==> config.mk <==
export PLATFORM = sky130hd
export DESIGN_NAME = can_transceiver_failsafe_ctrl
export DESIGN_NICKNAME = d
export VERILOG_FILES = /design/src/design/can_fs_pkg.sv /design/src/design/flag_sync.sv /design/src/design/persist_filter.sv /design/src/design/can_transceiver_failsafe_ctrl.sv
export SDC_FILE = /design/constraint.sdc
export NUM_CORES = 1
export LEC_CHECK = 0
export ABC_AREA = 1
export BUFFER_PORTS_ARGS = -buffer_cell sky130_fd_sc_hd__buf_2
export CAP_MARGIN = 20
export CORE_MARGIN = 4
export CORE_UTILIZATION = 40
export CTS_BUF_LIST = sky130_fd_sc_hd__clkbuf_2 sky130_fd_sc_hd__clkbuf_4 sky130_fd_sc_hd__clkbuf_8
export DETAILED_ROUTE_END_ITERATION = 7
export MAX_ROUTING_LAYER = met4
export PLACE_DENSITY = 0.53
export SKIP_CTS_REPAIR_TIMING = 1
export SLEW_MARGIN = 30
export SYNTH_ARGS = -nofsm -noshare
export SYNTH_HDL_FRONTEND = slang
export SYNTH_SLANG_ARGS = --single-unit
==> constraint.sdc <==
create_clock -name ref_clk -period 2 [get_ports ref_clk]
set_input_delay 0 -clock ref_clk [delete_from_list [all_inputs] [get_ports ref_clk]]
set_output_delay 0 -clock ref_clk [all_outputs]
set_load 0.02 [all_outputs]
==> src/design/can_fs_pkg.sv <==
// Shared types and constants of the CAN transceiver fail-safe supervisor.
package can_fs_pkg;

   // ---------------------------------------------------------------
   // Timebase
   // ---------------------------------------------------------------
   localparam int CLK_PERIOD_NS = 10;

   // ---------------------------------------------------------------
   // Times in their own unit and the cycle counts derived from them
   // ---------------------------------------------------------------
   // Undervoltage filter time is a least time, so it rounds up.
   localparam int UV_FILTER_NS  = 6000;
   localparam int UV_FILTER_CYC = (UV_FILTER_NS + CLK_PERIOD_NS - 1) / CLK_PERIOD_NS;
   // Recovery time is a longest time, so it rounds down.
   localparam int UV_RECOV_NS   = 7000;
   localparam int UV_RECOV_CYC  = UV_RECOV_NS / CLK_PERIOD_NS;
   // Power-up delay is a least time, so it rounds up.
   localparam int PON_NS        = 40000;
   localparam int PON_CYC       = (PON_NS + CLK_PERIOD_NS - 1) / CLK_PERIOD_NS;
   // Mode-change window is a longest time, so it rounds down.
   localparam int MODE_NS       = 8000;
   localparam int MODE_CYC      = MODE_NS / CLK_PERIOD_NS;
   // Dominant time-out default, a least time, rounds up.
   localparam int TXD_TIMEOUT_NS  = 2300000;
   localparam int TXD_TIMEOUT_DEF = (TXD_TIMEOUT_NS + CLK_PERIOD_NS - 1) / CLK_PERIOD_NS;

   // ---------------------------------------------------------------
   // Counter widths and reset values
   // ---------------------------------------------------------------
   localparam int MODE_CNT_W = 12;
   localparam int TXD_CNT_W  = 20;
   localparam logic TXD_RESET_LEVEL = 1'b1;

   // ---------------------------------------------------------------
   // Types
   // ---------------------------------------------------------------
   typedef enum logic [2:0] {
      ST_PWR_DOWN   = 3'h0,
      ST_STANDBY    = 3'h1,
      ST_TO_NORMAL  = 3'h2,
      ST_NORMAL     = 3'h3,
      ST_TO_STANDBY = 3'h4
   } mode_state_t;

   typedef struct packed {
      logic tx_supply_uv;
      logic logic_supply_uv;
      logic overtemp;
   } ana_flags_t;

   typedef struct packed {
      logic in_powerdown;
      logic in_standby;
      logic in_normal;
      logic mode_changing;
      logic txd_timeout;
      logic uv_block;
      logic ot_block;
   } fs_status_t;

endpackage

==> src/design/flag_sync.sv <==
// Two-stage synchroniser for a group of asynchronous comparator flags.
`timescale 1ns/1ps
`default_nettype none
module flag_sync #(
   parameter int WIDTH = 3
) (
   // Clock and reset
   input  wire logic             ref_clk,
   input  wire logic             sys_rst,
   // Flags
   input  wire logic [WIDTH-1:0] flag_async,
   output logic      [WIDTH-1:0] flag_sync
);

   // ---------------------------------------------------------------
   // One chain per flag; the first stage feeds only the second.
   // ---------------------------------------------------------------
   genvar i;
   generate
      for (i = 0; i < WIDTH; i++) begin : g_bit
         logic meta;
         always_ff @(posedge ref_clk) begin
            if (sys_rst) begin
               meta         <= 1'b0;
               flag_sync[i] <= 1'b0;
            end else begin
               meta         <= flag_async[i];
               flag_sync[i] <= meta;
            end
         end
      end
   endgenerate

endmodule
`default_nettype wire

==> src/design/persist_filter.sv <==
// Level filter: the output follows the input only after it has persisted.
`timescale 1ns/1ps
`default_nettype none
module persist_filter #(
   parameter int SET_CYC = 600,
   parameter int CLR_CYC = 700
) (
   // Clock and reset
   input  wire logic ref_clk,
   input  wire logic sys_rst,
   // Level
   input  wire logic level_in,
   output logic      level_out
);

   localparam int CNT_MAX = (SET_CYC > CLR_CYC) ? SET_CYC : CLR_CYC;
   localparam int CNT_W   = $clog2(CNT_MAX + 1);

   logic [CNT_W-1:0] run;

   // ---------------------------------------------------------------
   // Count cycles of disagreement; any agreeing cycle restarts the count.
   // ---------------------------------------------------------------
   always_ff @(posedge ref_clk) begin
      if (sys_rst) begin
         run       <= '0;
         level_out <= 1'b0;
      end else if (level_in == level_out) begin
         run <= '0;
      end else if ((level_in && run == CNT_W'(SET_CYC - 1)) ||
                   (!level_in && run == CNT_W'(CLR_CYC - 1))) begin
         run       <= '0;
         level_out <= level_in;
      end else begin
         run <= run + 1'b1;
      end
   end

endmodule
`default_nettype wire

==> src/design/can_transceiver_failsafe_ctrl.sv <==
// Fail-safe supervisor gating the CAN transmitter and receive output.
//
// Behaviour
// - Open inputs read high, so after power-up the device settles in stand-by.
// - Transmitter supply undervoltage in normal mode blocks all dominant driving.
// - Transmitter supply undervoltage in normal mode switches bus biasing to ground.
// - Transmit input low beyond the dominant time-out latches a transmitter-off state.
// - During a time-out the receiver stays on and the receive output follows the bus.
// - Only a low-to-high transmit input edge or leaving normal mode clears the latched time-out.
// - Each requested mode change completes within the mode-change window.
// - Receive output held high while changing from stand-by to normal.
// - After the mode change the receive output follows the bus again.
// - Overtemperature is honoured in normal mode only.
// - Overtemperature disables the transmitter but stays in normal mode.
// - Transmitter re-enables by itself once overtemperature clears.
// - Transmit input low at normal entry keeps transmit off until seen high.
// - Logic supply undervoltage forces power-down regardless of other inputs.
`timescale 1ns/1ps
`default_nettype none
module can_transceiver_failsafe_ctrl
   import can_fs_pkg::*;
#(
   parameter int TXD_TIMEOUT_CYC = TXD_TIMEOUT_DEF
) (
   // Clock and reset
   input  wire logic ref_clk,
   input  wire logic sys_rst,
   // Host controller pins
   input  wire logic txd_in,
   input  wire logic mode_select,
   output logic      rxd_out,
   // Analogue comparators and receiver
   input  wire ana_flags_t ana_flags,
   input  wire logic       bus_rx_dominant,
   // Analogue driver controls
   output logic      tx_drive_dominant,
   output logic      tx_enable,
   output logic      rx_enable,
   output logic      bias_active,
   output logic      bias_gnd,
   // Status
   output fs_status_t status
);

   // ---------------------------------------------------------------
   // Comparator flag synchronisation and undervoltage filtering
   // ---------------------------------------------------------------
   ana_flags_t ana_sync;
   logic       uv_filt;

   // The flags come from analogue comparators on no clock at all.
   flag_sync #(
      .WIDTH      ($bits(ana_flags_t))
   ) u_sync (
      .ref_clk    (ref_clk),
      .sys_rst    (sys_rst),
      .flag_async (ana_flags),
      .flag_sync  (ana_sync)
   );

   // Short dips are ignored; blocking also outlasts short recoveries.
   persist_filter #(
      .SET_CYC   (UV_FILTER_CYC),
      .CLR_CYC   (UV_RECOV_CYC)
   ) u_uv_filter (
      .ref_clk   (ref_clk),
      .sys_rst   (sys_rst),
      .level_in  (ana_sync.tx_supply_uv),
      .level_out (uv_filt)
   );

   // ---------------------------------------------------------------
   // Mode sequencing
   // ---------------------------------------------------------------
   mode_state_t           state;
   logic [MODE_CNT_W-1:0] mode_cnt;

   // Logic supply loss overrides everything, so it is tested first.
   always_ff @(posedge ref_clk) begin
      if (sys_rst) begin
         state    <= ST_PWR_DOWN;
         mode_cnt <= '0;
      end else if (ana_sync.logic_supply_uv) begin
         state    <= ST_PWR_DOWN;
         mode_cnt <= '0;
      end else begin
         unique case (state)
            ST_PWR_DOWN: begin
               // Pulled-up inputs make stand-by the natural landing state.
               if (mode_cnt == MODE_CNT_W'(PON_CYC - 1)) begin
                  state    <= ST_STANDBY;
                  mode_cnt <= '0;
               end else begin
                  mode_cnt <= mode_cnt + 1'b1;
               end
            end
            ST_STANDBY: begin
               // Normal needs a healthy transmitter supply.
               if (!mode_select && !uv_filt) begin
                  state    <= ST_TO_NORMAL;
                  mode_cnt <= '0;
               end
            end
            ST_TO_NORMAL: begin
               if (mode_cnt == MODE_CNT_W'(MODE_CYC - 1)) begin
                  state    <= ST_NORMAL;
                  mode_cnt <= '0;
               end else begin
                  mode_cnt <= mode_cnt + 1'b1;
               end
            end
            ST_NORMAL: begin
               if (mode_select) begin
                  state    <= ST_TO_STANDBY;
                  mode_cnt <= '0;
               end
            end
            ST_TO_STANDBY: begin
               if (mode_cnt == MODE_CNT_W'(MODE_CYC - 1)) begin
                  state    <= ST_STANDBY;
                  mode_cnt <= '0;
               end else begin
                  mode_cnt <= mode_cnt + 1'b1;
               end
            end
            default: begin
               state    <= ST_PWR_DOWN;
               mode_cnt <= '0;
            end
         endcase
      end
   end

   // ---------------------------------------------------------------
   // Transmit arming at normal entry
   // ---------------------------------------------------------------
   logic tx_armed;

   // A dominant level held through the mode change must not reach the bus.
   always_ff @(posedge ref_clk) begin
      if (sys_rst) begin
         tx_armed <= 1'b0;
      end else if (state != ST_TO_NORMAL && state != ST_NORMAL) begin
         tx_armed <= 1'b0;
      end else if (txd_in) begin
         tx_armed <= 1'b1;
      end
   end

   // ---------------------------------------------------------------
   // Dominant time-out
   // ---------------------------------------------------------------
   logic                 txd_prev;
   logic [TXD_CNT_W-1:0] low_cnt;
   logic                 txd_timeout;
   logic                 timeout_hit;

   assign timeout_hit = !txd_in && (low_cnt == TXD_CNT_W'(TXD_TIMEOUT_CYC - 1));

   always_ff @(posedge ref_clk) begin
      if (sys_rst) begin
         txd_prev <= TXD_RESET_LEVEL;
      end else begin
         txd_prev <= txd_in;
      end
   end

   // Counts consecutive low cycles in normal mode and stops at the limit.
   always_ff @(posedge ref_clk) begin
      if (sys_rst) begin
         low_cnt <= '0;
      end else if (state != ST_NORMAL || txd_in) begin
         low_cnt <= '0;
      end else if (!timeout_hit) begin
         low_cnt <= low_cnt + 1'b1;
      end
   end

   // Leaving normal mode clears the latch; in normal it only lets go on a rising edge, and the set is tested before that.
   always_ff @(posedge ref_clk) begin
      if (sys_rst) begin
         txd_timeout <= 1'b0;
      end else if (state != ST_NORMAL) begin
         txd_timeout <= 1'b0;
      end else if (timeout_hit) begin
         txd_timeout <= 1'b1;
      end else if (!txd_prev && txd_in) begin
         txd_timeout <= 1'b0;
      end
   end

   // ---------------------------------------------------------------
   // Gating terms
   // ---------------------------------------------------------------
   logic in_normal;
   logic uv_block;
   logic ot_block;
   logic tx_ok;

   assign in_normal = (state == ST_NORMAL);
   assign uv_block  = in_normal && uv_filt;
   assign ot_block  = in_normal && ana_sync.overtemp;
   assign tx_ok     = in_normal && tx_armed && !txd_timeout && !uv_block && !ot_block;

   // ---------------------------------------------------------------
   // Registered outputs
   // ---------------------------------------------------------------
   // Every output is a flop, so the analogue side never sees a glitch.
   always_ff @(posedge ref_clk) begin
      if (sys_rst) begin
         tx_drive_dominant <= 1'b0;
         tx_enable         <= 1'b0;
         rx_enable         <= 1'b0;
         bias_active       <= 1'b0;
         bias_gnd          <= 1'b0;
      end else begin
         tx_drive_dominant <= tx_ok && !txd_in;
         tx_enable         <= tx_ok;
         // The receiver ignores the time-out and stays on.
         rx_enable         <= in_normal || state == ST_TO_STANDBY;
         bias_active       <= in_normal && !uv_filt;
         bias_gnd          <= uv_block;
      end
   end

   // Stand-by shows recessive here; wake-up signalling lives elsewhere.
   always_ff @(posedge ref_clk) begin
      if (sys_rst) begin
         rxd_out <= 1'b1;
      end else if (in_normal || state == ST_TO_STANDBY) begin
         rxd_out <= !bus_rx_dominant;
      end else begin
         rxd_out <= 1'b1;
      end
   end

   always_ff @(posedge ref_clk) begin
      if (sys_rst) begin
         status <= '{in_powerdown: 1'b1, default: 1'b0};
      end else begin
         status.in_powerdown  <= (state == ST_PWR_DOWN);
         status.in_standby    <= (state == ST_STANDBY);
         status.in_normal     <= in_normal;
         status.mode_changing <= (state == ST_TO_NORMAL) || (state == ST_TO_STANDBY);
         status.txd_timeout   <= txd_timeout;
         status.uv_block      <= uv_block;
         status.ot_block      <= ot_block;
      end
   end

   localparam int MODE_BOUND = MODE_CYC + 1;

   logic [15:0]          uv_run;
   logic [15:0]          ok_run;
   logic [15:0]          pon_run;
   logic [TXD_CNT_W:0]   low_run;

   // Helper run-length counters read only by the checks below.
   always_ff @(posedge ref_clk) begin
      if (sys_rst) begin
         uv_run  <= '0;
         ok_run  <= '0;
         pon_run <= '0;
         low_run <= '0;
      end else begin
         uv_run  <= ana_sync.tx_supply_uv ? uv_run + 16'h0001 : 16'h0000;
         ok_run  <= ana_sync.tx_supply_uv ? 16'h0000 : ok_run + 16'h0001;
         pon_run <= ana_sync.logic_supply_uv ? 16'h0000 :
                    ((&pon_run) ? pon_run : pon_run + 16'h0001);
         low_run <= (in_normal && !txd_in) ? low_run + 1'b1 : '0;
      end
   end
endmodule
`default_nettype wire

==> results_dict.tcl <==
set metrics [dict create \
    internal_power_mw 2.039 \
    totalWireLength_mm 6.578 \
    relSlewSlack_pct 66.66 \
    cts_tree "yes" \
    sw_frac_of_total_pct 20.87 \
    clock_latency_ps 340 \
    dieArea_sq_mm 0.009312 \
    clkTransAtPathRegs_ps 70 \
    cts_max_path_buffers 2 \
    p_total_mw 2.577 \
    final_area_sq_mm 0.003615 \
    yosys-top-cells-area "dfxtp_1, nand2_1, nor2_1, inv_1, nand3_1" \
    cts.sinks 67 \
    synthDistinctLibCells 27 \
    startpoint "mode_cnt[0]" \
    crit_fanout 5 \
    grt_first_pass_wirelength_mm 11.41 \
    hold_class "in2reg" \
    path_class "reg2reg" \
    powerDensity_mw_per_mm2 712.9 \
    final.period_utilization_pct 82.08 \
    pwr-share-seq_pct 52.5 \
    hold_violations 0 \
    antenna_found_initial 0 \
    synth_cells 453 \
    syn_area_sq_mm 0.003133 \
    initial_core_util_pct 40.76 \
    numCtsBuffers 9 \
    p_sw_mw 0.5379 \
    cts-root-buf "clkbuf_8" \
    drt_iter0_markers 118 \
    critPathArrivalTime_ps 1870 \
    drv_slew 0 \
    port_buffers 20 \
    avgRoutedWirePerCell_microns 11.06 \
    dieHeight_microns 96.50 \
    timing.hold.ws_ps 204.6 \
    gp_congestion 0.8972 \
    top_layer "met4" \
    ios 21 \
    synth_seq_cells 67 \
    ant_nets 0 \
    synth_nets 464 \
    grt_start_max_net_pins 13 \
    wl_met1_mm 3.177 \
    nets 500 \
    yosys_warnings 0 \
    clkPwrFrac_pct 44.9 \
    drt_pass1_iterations 4 \
    tightest_slew_ps 499.5 \
    grt_setup_unrepaired "no" \
    p_comb_share_pct 2.5 \
    fin_util_pct 47.02 \
    yosysMostFrequentCell "nand2_1" \
    finalCriticalPeriod_ps 1642 \
    viasPerCell 4.622 \
    peakVddDrop_mv 0.3823 \
    cp.required_ps 2220 \
    yosysTopAreaCellShare_pct 42.81 \
    drive_above_1_share_pct 11.56 \
    syn_avg_cell_area_sq_um 6.916 \
    coreArea_sq_mm 0.007687 \
    rows 32 \
    h-tree-depth 3 \
    post-place-ws_ps 350.5 \
    syn2layout_area_growth_pct 15.38 \
    async_reset_ff_share_pct 0 \
    r2r-start "mode_cnt[0]" \
    vias 2750 \
    setup_slack_ps 358.4 \
    layoutNonFillerInstCount 595 \
    route.met3.wl_microns 255 \
    grt-ovfl-total 0 \
    placedCellCount 574 \
    drc_errors 0 \
    diodes 0 \
    crit_path_end_kind "flip-flop" \
    worstHoldStart "mode_select" \
    yosys.area.top_type "dfxtp_1" \
    die_w_microns 96.50 \
    fin_worst_skew_ps 7.283 \
    gr-usage-all-layers_pct 16.17 \
    fin_setup_tns_ps 0 \
    grt_pass1_vias 2537 \
    setup_violations 0 \
    synthTopCellsByCount "nand2_1, nor2_1, inv_1, dfxtp_1, nand3_1" \
    ys_seq_area_share_pct 42.81 \
    synth-main-ff-cell "dfxtp_1" \
    placed_area_sq_mm 0.003353 \
    max-cap-violations 0 \
    p_leak_nw 1.460 \
    clock.fmax_mhz 609.1 \
    synth_edf_count 0 \
    status "completed" \
    start_kind "flip-flop" \
    dr_wl_met2_mm 3.058 \
    hpwlAfterDp_mm 4.867 \
]
[worst max-delay path, cell delays in order (launching register included)]
cell and delay (ps):
dfxtp_1 390, ha_1 190, nand2_1 80, nor2_1 160, nand2_1 80, nand2_1 160
nand3_4 140, o21ai_2 240, nor2_1 80
[registers in the layout, summed over array words and instances (netlist names)]
signal / flops
bias_active: 1
low_cnt: 20
mode_cnt: 12
rx_enable: 1
rxd_out: 1
state: 3
status: 7
tx_armed: 1
tx_drive_dominant: 1
tx_enable: 1
txd_prev: 1
txd_timeout: 1
u_sync.flag_sync: 3
u_sync.g_bit.meta: 3
u_uv_filter.level_out: 1
u_uv_filter.run: 10
[per-layer routing]
| layer | global-route usage (%) | vias to the layer above |
|---|---|---|
| met5 | - | - |
| met4 | 5.607 | 0 |
| met3 | 4.415 | 9 |
| met2 | 25.86 | 38 |
| met1 | 19.67 | 1210 |
| li1 | - | 1493 |
[worst paths after layout]
path / end / slack [ps] / cells past startpoint
worst max-delay path: mode_cnt[10] / 360 / 8
worst min-delay path: state[0] / 200 / 4
worst max register to register: mode_cnt[10] / 360 / 8
worst min register to register: u_sync.flag_sync[2] / 400 / 2
[power groups by stage]
stage                     clock network (mW)  registers (mW)  logic, mW
after floorplan                            0            1.38     0.0352
after global placement                     0            1.38     0.0581
after detailed placement                   0            1.38     0.0576
after CTS                               1.20            1.35     0.0580
after global routing                    1.25            1.35     0.0744
final                                   1.16            1.35     0.0655
[placed cells by master (no fill, tap or decap), types with 11 or more instances in the layout]
| master | Yosys | final |
|---|---|---|
| a21oi_1 | 23 | 23 |
| buf_2 | 0 | 20 |
| clkbuf_8 | 0 | 11 |
| dfxtp_1 | 67 | 67 |
| inv_1 | 73 | 73 |
| nand2_1 | 94 | 94 |
| nand3_1 | 29 | 29 |
| nand4_1 | 15 | 15 |
| nor2_1 | 78 | 78 |
| nor3_1 | 14 | 14 |
| o21ai_0 | 16 | 16 |
| xor2_1 | 11 | 11 |
[logic make-up (layout without fill, tap and decap cells)]
logic type,count (synthesis),in the layout,share of synthesized area [%]
AOI/OAI and AO/OA,45,45,7.748
xor gates and xnor gates,12,12,3.355
adders and majority gates,3,3,1.198
buffers and inverters,79,119,9.944
DFF,67,67,42.81
and+or+nand+nor,247,247,34.94
[final cells by class]
type	count	area, sq um
Clock buffer	13	166.4
Clock inverter	2	35.03
Fill cell	832	4073
Inverter	75	281.5
Multi-Input combinational cell	307	1480
Sequential cell	67	1341
Tap cell	102	127.6
Timing Repair Buffer	29	182.7
Power figures use the tool's default switching activity.
